<file path="src/pkg/ssfs_cfg.svh">
`ifndef SSFS_CFG_SVH
`define SSFS_CFG_SVH

// register port offsets
`define SSFS_ADDR_CTRL 8'h00
`define SSFS_ADDR_DIV 8'h04
`define SSFS_ADDR_STAT 8'h08

// control register fields
`define SSFS_CTRL_EN 0
`define SSFS_CTRL_SLAVE 1
`define SSFS_CTRL_FMT_LO 2
`define SSFS_CTRL_FMT_HI 3
`define SSFS_CTRL_POL 4
`define SSFS_CTRL_PHA 5
`define SSFS_CTRL_SIZE_LO 8
`define SSFS_CTRL_SIZE_HI 11

// reset values
`define SSFS_CTRL_RESET 16'h0700
`define SSFS_DIV_RESET 8'h04
`define SSFS_PINS_RESET 6'h08
// packed config after reset: master, spi, pol0, pha0, 8 bit words
`define SSFS_CFG_RESET 9'h007

// word size limits, encoded as bits minus one
`define SSFS_SIZE_MIN 4'h3

// command/response frame timing, in half bit periods
`define SSFS_CMD_LAST_SHIFT 6'h0f
`define SSFS_CMD_REPLY_EV 6'h12
`define SSFS_CMD_TAIL 6'h11

`endif

</file>
<file path="src/pkg/ssfs_pkg.sv">
package ssfs_pkg;

   typedef enum logic [1:0] {
      FMT_SPI = 2'b00,
      FMT_CMD = 2'b01
   } ssfs_fmt_type;

   typedef enum logic [1:0] {
      ST_IDLE = 2'b00,
      ST_MASTER = 2'b01,
      ST_SLAVE = 2'b10
   } ssfs_state_type;

   typedef struct packed {
      logic slave;
      logic [1:0] fmt;
      logic clock_idle_polarity;
      logic capture_edge_phase;
      logic [3:0] size;
   } ssfs_cfg_type;

   typedef struct packed {
      logic clk;
      logic clk_oe;
      logic fss;
      logic fss_oe;
      logic out;
      logic out_oe;
   } ssfs_pins_type;

endpackage

</file>
<file path="src/logic/ssfs_sync.sv">
`timescale 1ns/100ps
module ssfs_sync
   #(parameter int WIDTH = 3)
   (
   // clock and reset
   input wire logic clk,
   input wire logic rst_b,
   // asynchronous levels in, synchronised levels out
   input wire logic [WIDTH-1:0] d,
   output logic [WIDTH-1:0] q
   );

   genvar i;
   generate
      for (i = 0; i < WIDTH; i = i + 1)
      begin : g_bit
         logic meta_q;
         always_ff @(posedge clk or negedge rst_b)
         begin
            if (!rst_b)
            begin
               meta_q <= 1'b0;
               q[i] <= 1'b0;
            end
            else
            begin
               meta_q <= d[i];
               q[i] <= meta_q;
            end
         end
      end
   endgenerate

endmodule // ssfs_sync

</file>
<file path="src/logic/ssfs_shift.sv">
`timescale 1ns/100ps
module ssfs_shift
   import ssfs_pkg::*;
   (
   // clock and reset
   input wire logic clk,
   input wire logic rst_b,
   // transmit side, msb aligned to bit 15
   input wire logic load,
   input wire logic [15:0] load_word,
   input wire logic shift_tx,
   output logic tx_msb,
   output logic tx_next,
   // receive side, filled from bit 0
   input wire logic cap,
   input wire logic cap_bit,
   output logic [15:0] rx_word,
   output logic [15:0] rx_next
   );

   logic [15:0] tx_q;
   logic [15:0] rx_q;

   assign tx_msb = tx_q[15];
   assign tx_next = tx_q[14];
   assign rx_word = rx_q;
   assign rx_next = {rx_q[14:0], cap_bit};

   always_ff @(posedge clk or negedge rst_b)
   begin
      if (!rst_b)
         tx_q <= 16'h0000;
      else if (load)
         tx_q <= load_word;
      else if (shift_tx)
         tx_q <= {tx_q[14:0], 1'b0};
   end

   // load clears the receiver; a slave word it ends is taken from rx_next, a master word from rx_word
   always_ff @(posedge clk or negedge rst_b)
   begin
      if (!rst_b)
         rx_q <= 16'h0000;
      else if (load)
         rx_q <= 16'h0000;
      else if (cap)
         rx_q <= rx_next;
   end

endmodule // ssfs_shift

</file>
<file path="src/logic/ssfs_seq.sv">
// The register addresses and strobed register access are this design's own decisions.
`timescale 1ns/100ps
`include "ssfs_cfg.svh"
module ssfs_seq
   import ssfs_pkg::*;
   (
   // clock and reset
   input wire logic clk,
   input wire logic rst_b,
   // register port
   input wire logic [7:0] reg_addr,
   input wire logic [15:0] reg_wdata,
   input wire logic reg_wr,
   input wire logic reg_rd,
   output logic [15:0] reg_rdata_q,
   // fifo side
   input wire logic tx_valid,
   input wire logic [15:0] tx_data,
   output logic tx_pop_q,
   output logic rx_write_q,
   output logic [15:0] rx_data_q,
   // serial pins
   input wire logic bit_clock_line_i,
   input wire logic frame_select_line_i,
   input wire logic serial_in_line_i,
   output ssfs_pins_type pins_q
   );

   logic [15:0] ctrl_q;
   logic [15:0] ctrl_d;
   logic [7:0] div_q;
   ssfs_cfg_type cfg_q;
   ssfs_cfg_type cfg_d;
   ssfs_state_type state_q;
   ssfs_state_type state_d;
   ssfs_pins_type pins_d;
   logic [7:0] hc_q;
   logic [5:0] t_q;
   logic [5:0] tc_q;
   logic [4:0] bc_q;
   logic first_q;
   logic [2:0] sync_q;
   logic sclk_p_q;
   logic fss_p_q;
   logic tx_msb;
   logic tx_next;
   logic [15:0] rx_word;
   logic [15:0] rx_next;

   // register port decode
   wire wr_ctrl = reg_wr && (reg_addr == `SSFS_ADDR_CTRL);
   wire wr_div = reg_wr && (reg_addr == `SSFS_ADDR_DIV);
   wire en = ctrl_q[`SSFS_CTRL_EN];
   assign ctrl_d = wr_ctrl ? reg_wdata : ctrl_q;
   wire [1:0] fmt_w = ctrl_d[`SSFS_CTRL_FMT_HI:`SSFS_CTRL_FMT_LO];
   wire cmd_w = (fmt_w == FMT_CMD);
   wire [3:0] size_w = ctrl_d[`SSFS_CTRL_SIZE_HI:`SSFS_CTRL_SIZE_LO];
   wire [3:0] size_c = (size_w < `SSFS_SIZE_MIN) ? `SSFS_SIZE_MIN : size_w;
   // command format is master only, polarity zero
   assign cfg_d = {ctrl_d[`SSFS_CTRL_SLAVE] && !cmd_w, (cmd_w ? FMT_CMD : FMT_SPI),
                   ctrl_d[`SSFS_CTRL_POL] && !cmd_w, ctrl_d[`SSFS_CTRL_PHA] && !cmd_w,
                   size_c};
   wire [15:0] stat_w = {13'h0000, state_q == ST_SLAVE, pins_q.fss, state_q != ST_IDLE};
   wire [15:0] rd_mux = (reg_addr == `SSFS_ADDR_CTRL) ? ctrl_q :
                        (reg_addr == `SSFS_ADDR_DIV) ? {8'h00, div_q} :
                        (reg_addr == `SSFS_ADDR_STAT) ? stat_w : 16'h0000;

   always_ff @(posedge clk or negedge rst_b)
   begin
      if (!rst_b)
      begin
         ctrl_q <= `SSFS_CTRL_RESET;
         div_q <= `SSFS_DIV_RESET;
         reg_rdata_q <= 16'h0000;
      end
      else
      begin
         ctrl_q <= ctrl_d;
         div_q <= wr_div ? reg_wdata[7:0] : div_q;
         reg_rdata_q <= reg_rd ? rd_mux : 16'h0000;
      end
   end

   // config only follows the control register while disabled
   always_ff @(posedge clk or negedge rst_b)
   begin
      if (!rst_b)
         cfg_q <= `SSFS_CFG_RESET;
      else if (!en)
         cfg_q <= cfg_d;
   end

   // pins from outside pass two flops first
   ssfs_sync #(.WIDTH(3)) u_sync (
      .clk(clk),
      .rst_b(rst_b),
      .d({bit_clock_line_i, frame_select_line_i, serial_in_line_i}),
      .q(sync_q)
   );
   wire sclk_s = sync_q[2];
   wire fss_s = sync_q[1];
   wire in_s = sync_q[0];

   always_ff @(posedge clk or negedge rst_b)
   begin
      if (!rst_b)
      begin
         sclk_p_q <= 1'b0;
         fss_p_q <= 1'b1;
      end
      else
      begin
         sclk_p_q <= sclk_s;
         fss_p_q <= fss_s;
      end
   end

   // common terms
   wire is_cmd = (cfg_q.fmt == FMT_CMD);
   wire master = !cfg_q.slave || is_cmd;
   wire pol = cfg_q.clock_idle_polarity;
   wire pha = cfg_q.capture_edge_phase;
   wire [4:0] nbits = {1'b0, cfg_q.size} + 5'h01;
   wire [5:0] n2 = {nbits, 1'b0};
   wire more = en && tx_valid;

   // master: one tick per half bit period, t numbers the ticks of a word
   wire [7:0] div_m1 = (div_q == 8'h00) ? 8'h00 : div_q - 8'h01;
   wire tick = (state_q == ST_MASTER) && (hc_q == div_m1);
   wire spi_tog = pha ? (t_q < n2) : ((t_q != 6'h00) && (t_q <= n2));
   wire spi_cap = t_q[0] && (t_q < n2);
   wire spi_shift = !t_q[0] && (t_q != 6'h00) && (t_q < n2);
   wire spi_cont = pha && (t_q == n2) && more;
   wire spi_end = (t_q == n2 + 6'h01);
   wire [5:0] cmd_last = n2 + `SSFS_CMD_TAIL;
   wire cmd_tog = (t_q <= cmd_last);
   wire cmd_cap = !t_q[0] && (t_q >= `SSFS_CMD_REPLY_EV) && (t_q < cmd_last);
   wire cmd_shift = t_q[0] && (t_q <= `SSFS_CMD_LAST_SHIFT);
   wire cmd_cont = (t_q == cmd_last) && more;
   wire cmd_end = (t_q == cmd_last + 6'h01);
   wire m_tog = tick && (is_cmd ? cmd_tog : spi_tog);
   wire m_cap = tick && (is_cmd ? cmd_cap : spi_cap);
   wire m_shift = tick && (is_cmd ? cmd_shift : spi_shift);
   wire m_pres = tick && !is_cmd && (t_q == 6'h00);
   wire m_cont = tick && (is_cmd ? cmd_cont : spi_cont);
   wire m_end = tick && (is_cmd ? cmd_end : spi_end);
   wire m_start = (state_q == ST_IDLE) && en && master && tx_valid;

   // slave: edges of the sampled link clock
   wire s_lead = (sclk_p_q == pol) && (sclk_s != pol);
   wire s_trail = (sclk_p_q != pol) && (sclk_s == pol);
   wire s_fss_fall = fss_p_q && !fss_s;
   wire s_fss_rise = !fss_p_q && fss_s;
   wire s_act = (state_q == ST_SLAVE);
   wire s_cap = s_act && (pha ? s_trail : s_lead);
   wire s_chg = s_act && (pha ? s_lead : s_trail);
   wire s_done = s_cap && ((bc_q + 5'h01) == nbits);
   wire s_start = (state_q == ST_IDLE) && en && !master && s_fss_fall;

   // shifter control; an empty fifo in slave mode sends zeros
   wire load = m_start || m_cont || s_start || (s_done && pha);
   wire [15:0] spi_word = tx_data << (4'hf - cfg_q.size);
   wire [15:0] load_word = !tx_valid ? 16'h0000 :
                           is_cmd ? {tx_data[7:0], 8'h00} : spi_word;
   wire shift_tx = m_shift || (s_chg && !first_q);
   wire cap = m_cap || s_cap;

   ssfs_shift u_shift (
      .clk(clk),
      .rst_b(rst_b),
      .load(load),
      .load_word(load_word),
      .shift_tx(shift_tx),
      .tx_msb(tx_msb),
      .tx_next(tx_next),
      .cap(cap),
      .cap_bit(in_s),
      .rx_word(rx_word),
      .rx_next(rx_next)
   );

   always_comb
   begin
      state_d = state_q;
      unique case (state_q)
         ST_IDLE:
            if (m_start)
               state_d = ST_MASTER;
            else if (s_start)
               state_d = ST_SLAVE;
         ST_MASTER:
            if (m_end)
               state_d = ST_IDLE;
         ST_SLAVE:
            if (s_fss_rise)
               state_d = ST_IDLE;
         default:
            state_d = ST_IDLE;
      endcase
      if (!en)
         state_d = ST_IDLE;
   end

   // pin drive
   wire run_m = (state_q == ST_MASTER) && en;
   wire clk_d = !run_m ? pol : m_end ? pol : (m_tog ? !pins_q.clk : pins_q.clk);
   wire fss_d = !en ? 1'b1 : m_start ? 1'b0 : (m_end ? 1'b1 : pins_q.fss);
   // command and slave words show their msb at load; spi master waits a half period
   wire out_d = (!en || m_end || s_fss_rise) ? 1'b0 :
                (load && (is_cmd || !master)) ? load_word[15] :
                m_pres ? tx_msb :
                shift_tx ? tx_next : pins_q.out;
   assign pins_d = {clk_d, en && master, fss_d, en && master, out_d,
                    en && (master || state_d == ST_SLAVE)};

   always_ff @(posedge clk or negedge rst_b)
   begin
      if (!rst_b)
      begin
         state_q <= ST_IDLE;
         pins_q <= `SSFS_PINS_RESET;
      end
      else
      begin
         state_q <= state_d;
         pins_q <= pins_d;
      end
   end

   // master counters; tc only counts clock toggles of the current word
   always_ff @(posedge clk or negedge rst_b)
   begin
      if (!rst_b)
      begin
         hc_q <= 8'h00;
         t_q <= 6'h00;
         tc_q <= 6'h00;
      end
      else
      begin
         hc_q <= (state_q != ST_MASTER || tick) ? 8'h00 : hc_q + 8'h01;
         if (m_start || m_cont)
            t_q <= 6'h00;
         else if (tick)
            t_q <= t_q + 6'h01;
         if (m_start || m_cont)
            tc_q <= 6'h00;
         else if (m_tog)
            tc_q <= tc_q + 6'h01;
      end
   end

   // slave bit counter; first_q skips a change edge already shown at load
   always_ff @(posedge clk or negedge rst_b)
   begin
      if (!rst_b)
      begin
         bc_q <= 5'h00;
         first_q <= 1'b0;
      end
      else
      begin
         if (s_start || s_done)
            bc_q <= 5'h00;
         else if (s_cap)
            bc_q <= bc_q + 5'h01;
         if (s_start)
            first_q <= pha;
         else if (s_done)
            first_q <= 1'b1;
         else if (s_chg)
            first_q <= 1'b0;
      end
   end

   // fifo handshakes, one cycle pulses
   always_ff @(posedge clk or negedge rst_b)
   begin
      if (!rst_b)
      begin
         tx_pop_q <= 1'b0;
         rx_write_q <= 1'b0;
         rx_data_q <= 16'h0000;
      end
      else
      begin
         tx_pop_q <= load && tx_valid;
         rx_write_q <= m_end || m_cont || s_done;
         if (m_end || m_cont)
            rx_data_q <= rx_word;
         else if (s_done)
            rx_data_q <= rx_next;
      end
   end
endmodule // ssfs_seq

</file>
<file path="config.mk">
export PLATFORM = sky130hd
export DESIGN_NAME = ssfs_seq
export DESIGN_NICKNAME = d
export VERILOG_FILES = /design/src/pkg/ssfs_pkg.sv /design/src/logic/ssfs_sync.sv /design/src/logic/ssfs_shift.sv /design/src/logic/ssfs_seq.sv
export VERILOG_INCLUDE_DIRS = /design/src /design/src/pkg
export SDC_FILE = /design/constraint.sdc
export NUM_CORES = 1
export LEC_CHECK = 0
export BUFFER_PORTS_ARGS = -buffer_cell sky130_fd_sc_hd__buf_2
export CORE_UTILIZATION = 24
export CTS_BUF_LIST = sky130_fd_sc_hd__clkbuf_2 sky130_fd_sc_hd__clkbuf_4 sky130_fd_sc_hd__clkbuf_8
export CTS_CLUSTER_DIAMETER = 40
export DETAILED_ROUTE_END_ITERATION = 10
export SETUP_SLACK_MARGIN = 0.3
export SYNTH_ARGS = -nofsm -noshare
export SYNTH_HDL_FRONTEND = slang
export SYNTH_HIERARCHICAL = 1
export SYNTH_SLANG_ARGS = --single-unit
</file>
<file path="constraint.sdc">
create_clock -name clk -period 11.45 [get_ports clk]
set_input_delay 1.7175 -clock clk [delete_from_list [all_inputs] [get_ports clk]]
set_output_delay 1.7175 -clock clk [all_outputs]
set_load 0.01 [all_outputs]
</file>
==> results of run 1 <==
final timing paths:
path,start,end
min reg2reg,u_sync/g_bit[0].meta_q$_DFF_PN0_,u_sync/q[0]$_DFF_PN0_
max in group asynchronous,rst_b,u_shift/tx_q[15]$_DFFE_PN0P_
min in group asynchronous,rst_b,rx_data_q[14]$_DFFE_PN0P_
max,cfg_q[0]$_DFFE_PN1N_,rx_data_q[9]$_DFFE_PN0P_
min,u_sync/g_bit[0].meta_q$_DFF_PN0_,u_sync/q[0]$_DFF_PN0_
max reg2reg,cfg_q[0]$_DFFE_PN1N_,rx_data_q[9]$_DFFE_PN0P_
metal layers:
layer	vias up	track usage, %	routed length [µm]
met4	0	3.82	218
met2	144	17.8	7850
met5	-	0	0
met1	2672	15.6	8360
met3	17	2.44	746
li1	2687	-	-
stage by stage:
step / hold slack [ps] / setup slack (ps)
after floorplan: 331 / 7680
after CTS: 358 / 7120
after global routing: 361 / 6800
after detailed placement: 336 / 7140
final: 354 / 7100
after global placement: 337 / 7150
cell usage in the layout (no fill, tap or decap), drive strengths merged, types with 20 or more instances in the layout:
master / count
dfrtp: 124
inv: 30
mux2: 34
buf: 91
nand2: 41
nand3: 20
a21oi: 28
o21ai: 32
mux2i: 66
nor2: 83
state kept, by name (all words and copies together), names as in the netlist, 2 cells and up:
| signal | cells |
|---|---|
| bc_q | 5 |
| state_q | 2 |
| u_sync/g_bit.meta_q | 3 |
| rx_data_q | 16 |
| u_sync/q | 3 |
| div_q | 8 |
| cfg_q | 6 |
| u_shift/tx_q | 16 |
| u_shift/rx_word | 16 |
| ctrl_q | 16 |
| pins_q | 5 |
| hc_q | 8 |
| t_q | 6 |
| reg_rdata_q | 16 |
logic make-up after synthesis:
| family | after synthesis | share of synthesized area, % |
|---|---|---|
| mux | 103 | 14.8 |
| compound gates | 140 | 12.7 |
| fa+ha+maj | 16 | 2.66 |
| xor+xnor | 36 | 4.37 |
| simple gates | 228 | 15.2 |
| buf+inv | 77 | 5.98 |
| flops | 133 | 44.4 |
power by group:
group          leakage [nW]  internal, mW  switching, mW  total, mW
Clock                 0.207         0.186          0.226      0.412
Combinational          2.10         0.209          0.261      0.470
Sequential             1.76         0.552         0.0965      0.648
final cells by class:
cell class,instances,area (µm²)
multi-input cells,523,3750
inverters,20,75.1
flip-flops and latches,133,3340
fillers,3274,22200
repair buffers,91,472
clock inverters,15,179
well taps,396,495
clock buffers,17,234
worst max-delay path: stages, from the launching register on:
cell and delay [ps]:
dfstp_2 840, inv_1 400, ha_1 520, ha_1 370, nand4_1 90, or3_1 350
o2bb2ai_1 150, nand3_1 190, o31ai_1 180, and3_1 700, nor2_4 200, a21o_1 230
==> results.md, run 1 <==
* Outcome: finished with violations
* Failing checks: DRC
* Peak supply drop at between 70 and 80 µV
* Die ar. at 32,100 µm²
* GP Congestion at 0.835
* Post-cts resize count at 0
* Clk sinks at 133
* Setup TNS at 0 ps
* Power Density at 179 nW/µm²
* Crit Path Class: flop to flop
* Antenna cell count at 0
* Post-route cell area at between 8000 and 9000 µm²
* TritonRoute pass-1 iters at 8
* Initial Utilization at between 20 and 25%
* Initial DRC count at 330
* Sequential fraction of the synthesis area at 44.4%
* Layout area overhead at 13.5%
* Worst-Skew Late Latency at 460 ps
* Top cells by count, synth: dfrtp_1 (124), nor2_1 (82), mux2i_1 (66)
* Crit share post-route at 38.0%
* CTS H-tree depth at 4
* DRC at 4
* Vias in the first global route at 5,405
* Rows at 64
* Post-synth ARST share at 100%
* Worst-path clk slew at roughly 90 ps
* Initial antenna violation count at 0
* Share of layout cells above drive strength 1 at a little under a quarter
* Cell taking the most area after synthesis: dfrtp_1
* Tightest Hold Check Type: flop to flop
* Slew margin rel. at a little over a fifth
* Worst Tran Pin Value at 1180 ps
* Clock skew at 20.6 ps
* Mapped Nets at 797
* I/O Buffers at a little under 90
* Final Max Slew Viols at 0
* Final WL at around 17,000 µm
* Overall Power at ~1.5 mW
* Unrepaired setup endpoints after global routing: false
* Worst-path maximum fanout at 18
* Syn. warnings at 6
* Lkg Pwr at 4.06 nW
* Die width at around 180 µm
* Nets at 850
* Global-route wire length before repair at 28,500 µm
* EDFF count, synth at 0
* Area after DPL at 8130 µm²
* Crit path time final at ~4300 ps
* Total CTS buffers at 17
* Crit path DAT at around 4700 ps
* Tot GR Track Use at 11.4%
* Synth cell types at 69
* Fmax at 230 MHz
* Post-CTS Hold Fix Bufs at 0
* Final Hold Fails at 0
* CTS tree: built
* Hold Crit Depth at 0
* Core area at 30,700 µm²
* Core Util, Final at approximately 28%
* Via count at 5,520
* Ys flop type: dfrtp_1
* Post-route insts no fill at ~1,200
* Cells after DPL at 1,163
* Post-synth top area share at between 40% and 50%
* Reg2reg setup slack at 7100 ps
* IO Pins at 88
* Root Driver: clkbuf_8
* Synthesized instance count at about 730
* Data required, critical path at roughly 12,000 ps
* Max Cap Viol at 0
* Count of final setup violators at 0
* Vias per cell at roughly 4.6
* Largest net degree at the start of global routing at 70
* Ranking of synthesized cells by area: dfrtp_1 (41%), mux2i_1 (8.8%), mux2_2 (5.1%)
* Grt ovf at 0
* WL/cell at 14.4 µm
* Antenna viol nets, final at 0
* CP endpoint kind: flop
* Most common cell in the netlist: dfrtp_1
* Post-CTS setup repair buffer count at 0
* Crit start category: flop
* #FFs+latches synth at 133
* Dpl hpwl at 12,300 µm
* CTS Buffer Depth at 2
* Worst Reg2Reg Path Length in Cells at 11
* Netlist Area Pre-Place at 7530 µm²
* Avg Cell Area, Syn at 10.3 µm²
* Die Ht at around 180 µm
Power figures use the tool's default switching activity.
==> run 2, diff against run 1 <==
==> constraint.sdc (replaced) <==
create_clock -name clk -period 3.5 [get_ports clk]
set_input_delay 0.525 -clock clk [delete_from_list [all_inputs] [get_ports clk]]
set_output_delay 0.525 -clock clk [all_outputs]
set_load 0.01 [all_outputs]
==> run 2 against run 1 <==
Effect of this change:
- the run still ends with DRC left
- highest routed layer unchanged
- power rose to 3.4 times the previous value
- worst hold slack worse by 270 ps
- largest cell class unchanged
- routed wire length increased by 4.4%
- register-to-register slack worse by 6800 ps
- critical path depth shrank 1
- clock skew decreased by 7.2 ps
- non-clock buffer count grew 37
==> results.md, run 2 (synthesized netlist as in run 1, its figures left out) <==
* Outcome: finished with violations
* Failing checks: DRC
* Die ar. at 32,100 µm² (unchanged)
* Initial DRC count at 285 (-14%)
* Share of layout cells above drive strength 1 at 28.1% (+5.3 points)
* Global-route wire length before repair at 28,900 µm (+1.4%)
* # fillers at 3,242 (-0.98%)
* Die width at 179 µm (unchanged)
* Unrepaired setup endpoints after global routing: true
* Power Density at 573 nW/µm² (+220%)
* Crit path time final at 3160 ps (-1190 ps)
* Worst-path clk slew at 80 ps (about the same)
* Core area at 30,700 µm² (unchanged)
* Post-route insts no fill at 1,232 (+3.1%)
* TritonRoute pass-1 iters at 7 (-1)
* Layout area overhead at 19.3%
* Fmax at 317 MHz (+38%)
* Count of final setup violators at 0 (unchanged)
* Final Hold Fails at 0 (unchanged)
* DRC at 4 (unchanged)
* Post-CTS Hold Fix Bufs at 0 (unchanged)
* Lkg Pwr at 4.27 nW (+5.0%)
* Via count at 5,637 (+2.1%)
* Slew margin rel. at 39.2% (+18 points)
* Final WL at 17,900 µm (+4.4%)
* GP Congestion at 0.834 (-0.13%)
* Peak supply drop at 260 µV (+240%)
* Die Ht at 179 µm (unchanged)
* Initial Utilization at 24.5% (unchanged)
* Antenna viol nets, final at 0 (unchanged)
* Dpl hpwl at 12,900 µm (+5.4%)
* Tot GR Track Use at 11.5% (+0.077 points)
* Commonest non-fill, non-tap cell in the layout: dfrtp_1
* Final Max Slew Viols at 0 (unchanged)
* Crit start category: flop
* Tightest Hold Check Type: input port to async pin
* IO Pins at 88 (unchanged)
* Overall Power at 5.15 mW (+240%)
* Vias per cell at 4.58 (-0.95%)
* Setup TNS at 0 ps (unchanged)
* Max Cap Viol at 0 (unchanged)
* Reg2reg setup slack at 340 ps (-6760 ps)
* Worst Reg2Reg Path Length in Cells at 10 (-1)
* I/O Buffers at 87 (unchanged)
* Grt ovf at 0 (unchanged)
* CP endpoint kind: flop
* Antenna cell count at 0 (unchanged)
* Reg2reg start: div_q[3]$_DFFE_PN0P_
* Crit Path Class: flop to flop
* WL/cell at 14.6 µm (+1.2%)
* CTS H-tree depth at 4 (unchanged)
* Data required, critical path at 3820 ps (-7970 ps)
* Cells after DPL at 1,182 (+1.6%)
* Rows at 64 (unchanged)
* Total CTS buffers at 17 (unchanged)
* Worst Tran Pin Value at 910 ps (-269 ps)
* Clock skew at 13.4 ps (-7.19 ps)
* Nets at 887 (+4.4%)
* Worst-path maximum fanout at 8 (-10)
* Largest net degree at the start of global routing at 70 (unchanged)
* Crit share post-route at 90.2% (+52 points)
* Crit path DAT at 3480 ps (-1210 ps)
* Clk sinks at 133 (unchanged)
* CTS tree: built
* Most frequent cells in the layout: dfrtp_1 (123), buf_2 (86), nor2_1 (81), mux2i_1 (66), nand2_1 (40)
* Vias in the first global route at 5,459 (+1.0%)
* Initial antenna violation count at 0 (unchanged)
* R2R Path End: u_shift/rx_word[0]$_DFFE_PN0P_
* Root Driver: clkbuf_8
* Worst-Skew Late Latency at 440 ps (-20 ps)
* CTS Buffer Depth at 2 (unchanged)
-- run 2: cell types whose count changed in the layout (fill, tap and decap cells not counted), moves of 3 or more --
cell	previous run	this run
buf_12	0	3
clkinvlp_4	1	5
buf_4	4	34
a211oi_1	10	7
inv_8	5	1
inv_6	5	2
a211oi_2	0	3
-- run 2: layer usage --
metal,vias up,wire (µm),global-route usage (%)
met5,-,0,0
met4,0,306,4.45
li1,2755,-,-
met2,119,8280,18.2
met1,2741,8670,15.4
met3,22,682,2.27
-- run 2: how the worst max path moves through the flow --
stage | startpoint | end | slack [ps] | depth (start not counted)
floorplan | cfg_q[0]$_DFFE_PN1N_ | rx_data_q[0]$_DFFE_PN0P_ | 310 | 16
global placement | div_q[1]$_DFFE_PN0P_ | u_shift/rx_word[9]$_DFFE_PN0P_ | 270 | 12
detailed placement | div_q[1]$_DFFE_PN0P_ | u_shift/rx_word[9]$_DFFE_PN0P_ | 200 | 12
CTS | div_q[3]$_DFFE_PN0P_ | rx_data_q[11]$_DFFE_PN0P_ | 310 | 10
global route | div_q[3]$_DFFE_PN0P_ | u_shift/rx_word[1]$_DFFE_PN0P_ | 240 | 10
finish | div_q[3]$_DFFE_PN0P_ | u_shift/rx_word[0]$_DFFE_PN0P_ | 340 | 10
-- run 2: power breakdown --
part	total (mW)	switching [mW]	leakage, nW	internal, mW
sequential	2.06	0.259	1.76	1.81
combinational	1.80	0.954	2.32	0.844
clock	1.28	0.664	0.184	0.619
total	5.15	1.88	4.27	3.27
-- run 2: worst max-delay path, cell delays in order, from the launching register on --
cell and delay [ps]:
dfrtp_2 470, or4_4 560, a211oi_2 220, a211oi_2 110, or4b_4 500, nor3_4 250, nand2_2 140, o21ai_4 240
bufbuf_16 310, mux2i_1 180, nor2_1 50
-- run 2: final cells by class --
type	count	area, µm²	area share, %
clock buffers	20	269	2.99
clock inverters	12	123	1.36
inverters	20	75.1	0.836
multi-input cells	523	3840	42.7
flip-flops and latches	133	3340	37.2
well taps	396	495	5.52
repair buffers	128	841	9.36
-- run 2: stage by stage --
step	util (%)	hold slack [ps]	cell area, µm²	worst slack, ps
3_3_place_gp	27.1	335	8320	270
5_1_grt	29.2	106	8980	240
4_1_cts	28.7	74.2	8830	313
3_5_place_dp	27.1	340	8320	201
6_report	29.2	80.7	8980	345
2_1_floorplan	-	229	7560	314
-- run 2: timing repair --
action,4_1_cts,5_1_grt
endpoints found under the setup margin,31,56
cloned,1,1
buffers inserted,7,9
gates resized for setup,6,16
endpoints found under the hold margin,0,0
pin swaps,2,4
==> run 3, diff against run 2 <==
--- a/config.mk
+++ b/config.mk
@@ -9,10 +9,10 @@
 export BUFFER_PORTS_ARGS = -buffer_cell sky130_fd_sc_hd__buf_2
 export CORE_UTILIZATION = 24
 export CTS_BUF_LIST = sky130_fd_sc_hd__clkbuf_2 sky130_fd_sc_hd__clkbuf_4 sky130_fd_sc_hd__clkbuf_8
-export CTS_CLUSTER_DIAMETER = 40
+export CTS_CLUSTER_DIAMETER = 50
 export DETAILED_ROUTE_END_ITERATION = 10
 export SETUP_SLACK_MARGIN = 0.3
+export SKIP_CTS_REPAIR_TIMING = 1
 export SYNTH_ARGS = -nofsm -noshare
 export SYNTH_HDL_FRONTEND = slang
-export SYNTH_HIERARCHICAL = 1
 export SYNTH_SLANG_ARGS = --single-unit
==> run 3 against run 2 <==
Effect of this change:
- the run now ends clean
- area after synthesis shrank 2.1%
- synthesized cell count shrank 1.4%
- global-route usage grew 0.49 points
- count of clock-buffer cells in the layout shrank 2
- flip-flop and latch count is the same
- sequential power shrank 7%
- worst hold slack lost 28 ps
- critical path depth grew 2
- register-to-register slack gained 60 ps
- clock skew grew 5.3 ps
- largest cell class unchanged
==> results.md, run 3 <==
* Area after DPL at 8320 µm² (about the same)
* Clock Power Share at 35.3% (+10 points)
* Worst Reg2Reg Path Length in Cells at 12 (+2)
* CP endpoint kind: flop
* Avg Cell Area, Syn at 10.2 µm² (-0.71%)
* Die ar. at 31,400 µm² (-2.0%)
* Reg2reg setup slack at 410 ps (+60 ps)
* Grt ovf at 0 (unchanged)
* Vias per cell at 4.68 (+2.2%)
* R2R Path End: u_shift.rx_word[15]$_DFFE_PN0P_
* Post-synth ARST share at 100% (unchanged)
* Die width at 177 µm (-1.0%)
* WL/cell at 15.1 µm (+3.7%)
* Pre-CTS WS at 299 ps (+97.9 ps)
* Reg2reg start: cfg_q[1]$_DFFE_PN1N_
* Crit path time final at 3090 ps (-60.7 ps)
* Most frequent cells in the layout: dfrtp_1 (121), buf_2 (86), nor2_1 (75), mux2i_1 (62), nand2_1 (44)
* Lkg Pwr at 4.24 nW (-0.69%)
* Tightest Hold Check Type: input port to async pin
* Worst path cell trace: ha_2 -> xnor2_1 -> ha_1 -> a21oi_1 -> o21bai_1 -> a211oi_2 -> o21ai_0 -> o2bb2ai_2 -> a22o_1 -> buf_12 -> mux2i_1 -> nor2_1
* Initial DRC count at 322 (+13%)
* Worst-Skew Late Latency at 450 ps (about the same)
* Setup TNS at 0 ps (unchanged)
* Power Density at 471 nW/µm² (-18%)
* Largest net degree at the start of global routing at 76 (+8.6%)
* Antenna cell count at 0 (unchanged)
* EDFF count, synth at 0 (unchanged)
* Switch share at 30.7% (-5.8 points)
* Root Driver: clkbuf_8
* Count of final setup violators at 0 (unchanged)
* Worst-path maximum fanout at 16 (+8)
* Global-route wire length before repair at 29,600 µm (+2.4%)
* Outcome: completed
* Share of layout cells above drive strength 1 at 26.7% (-1.4 points)
* Crit path DAT at 3440 ps (-40 ps)
* Die Ht at 177 µm (-1.0%)
* Combinational share of power at 18.9% (-16 points)
* Core area at 30,000 µm² (-2.6%)
* Slowest cell on the critical path: dfstp_2
* Initial Utilization at 24.6% (+0.13 points)
* TritonRoute pass-1 iters at 7 (unchanged)
* Final Max Slew Viols at 0 (unchanged)
* Commonest non-fill, non-tap cell in the layout: dfrtp_1
* Core Util, Final at 29.7% (+0.50 points)
* Total CTS buffers at 17 (unchanged)
* Ys flop type: dfrtp_1
* Nets at 883 (-0.45%)
* Worst Tran Pin Value at 738 ps (-172 ps)
* Ranking of synthesized cells by area: dfrtp_1 (42%), mux2i_1 (8.6%), mux2_2 (4.4%)
* Internal power at 2.91 mW (-11%)
* Post-route cell area at 8900 µm² (-0.91%)
* Most common cell in the netlist: dfrtp_1
* Tot GR Track Use at 12.0% (+0.49 points)
* I/O Buffers at 87 (unchanged)
* Initial antenna violation count at 0 (unchanged)
* Cell taking the most area after synthesis: dfrtp_1
* Post-synth top area share at 42.1% (+0.87 points)
* Layout area overhead at 20.7%
* Mapped Nets at 787 (-1.3%)
* Max Cap Viol at 0 (unchanged)
* Sequential fraction of the synthesis area at 45.3% (+0.93 points)
* Peak supply drop at 225 µV (-13%)
* IO Pins at 88 (unchanged)
* Netlist Area Pre-Place at 7370 µm² (-2.1%)
* Unrepaired setup endpoints after global routing: true
* Crit start category: flop
* CTS tree: built
* Data required, critical path at 3850 ps (+30 ps)
* Final Hold Fails at 0 (unchanged)
* Vias in the first global route at 5,616 (+2.9%)
* Slew margin rel. at 50.8% (+12 points)
* Via count at 5,714 (+1.4%)
* Fmax at 323 MHz (+2.0%)
* NetSw at 1.29 mW (-31%)
* Synth cell types at 69 (unchanged)
* CTS Buffer Depth at 2 (unchanged)
* Final WL at 18,400 µm (+2.8%)
* Crit-path max cell delay at 600 ps (+40 ps)
* CTS H-tree depth at 4 (unchanged)
* Worst-path clk slew at 90 ps (about the same)
* Top cells by count, synth: dfrtp_1 (124), nor2_1 (75), mux2i_1 (63)
* Synthesized instance count at 723 (-1.4%)
* Crit share post-route at 88.4% (-1.7 points)
* #FFs+latches synth at 133 (unchanged)
* Syn. warnings at 0 (-6)
* Crit Path Class: flop to flop
* GP Congestion at 0.825 (-1.1%)
* Rows at 63 (-1.6%)
* Dpl hpwl at 13,100 µm (+1.1%)
* Clock skew at 18.7 ps (+5.31 ps)
* Antenna viol nets, final at 0 (unchanged)
* Final worst slack at 405 ps (+60.7 ps)
* Sequential share of power at 45.8% (+5.7 points)
* DRC at 0 (-4)
* Clk sinks at 133 (unchanged)
## run 3: power by group through the flow
stage	sequential, mW	clock [mW]	combinational [mW]
after global routing	1.95	1.60	0.888
after detailed placement	1.95	0	0.766
after floorplan	1.88	0	0.578
after CTS	1.92	1.53	0.768
after global placement	1.94	0	0.750
final	1.92	1.48	0.793
## run 3: how the worst max path moves through the flow
stage                               startpoint                               to  slack (ps)  depth (start not counted)
final                     cfg_q[1]$_DFFE_PN1N_  u_shift.rx_word[15]$_DFFE_PN0P_         410                         12
after global placement    cfg_q[2]$_DFFE_PN1N_        rx_data_q[13]$_DFFE_PN0P_         310                         11
after detailed placement  div_q[3]$_DFFE_PN0P_            pins_q[1]$_DFFE_PN0P_         300                         10
after CTS                 div_q[3]$_DFFE_PN0P_            pins_q[1]$_DFFE_PN0P_         280                         10
after global routing      cfg_q[1]$_DFFE_PN1N_   u_shift.rx_word[7]$_DFFE_PN0P_         210                         12
after floorplan           cfg_q[0]$_DFFE_PN1N_            pins_q[1]$_DFFE_PN0P_         320                         15
## run 3: area by class of cell
cell class                      count  area (µm²)
Clock buffer                       18         248
Clock inverter                     14         198
Timing Repair Buffer              121         772
Inverter                           17        63.8
Fill cell                        3142       21100
Tap cell                          390         488
Sequential cell                   133        3340
Multi-Input combinational cell    529        3790
## run 3: layer usage
metal	vias to the layer above	routed length [µm]	global-route usage (%)	share of wire [%]
met1	2789	9170	17.0	50
li1	2768	-	-	-
met5	-	0	0	0
met2	139	8140	18.2	44
met4	0	346	4.42	1.9
met3	18	786	2.10	4.3
## run 3: kinds of logic after synthesis
logic type	count (synthesis)	synth area share, %
muxes	94	13.6
AOI/OAI and AO/OA	148	13.7
DFF	133	45.3
xor gates and xnor gates	37	4.60
buffers and inverters	61	4.21
and+or+nand+nor	234	15.9
adders and majority gates	16	2.71
## run 3: critical path: cells and delay by family, from the launching register on
| family | cells | cell delay [ps] |
|---|---|---|
| AOI/OAI and AO/OA | 6 | 1090 |
| DFF | 1 | 600 |
| adders and majority gates | 2 | 600 |
| xor gates and xnor gates | 1 | 250 |
| muxes | 1 | 220 |
| buffers and inverters | 1 | 180 |
| and+or+nand+nor | 1 | 50 |
## run 3: metrics by stage
stage	instances	power, mW	hold WS (ps)
2_1_floorplan	723	2.45	229
3_3_place_gp	1181	2.69	334
3_5_place_dp	1181	2.71	336
4_1_cts	1213	4.22	56.0
5_1_grt	1222	4.43	66.6
6_report	1222	4.19	52.8
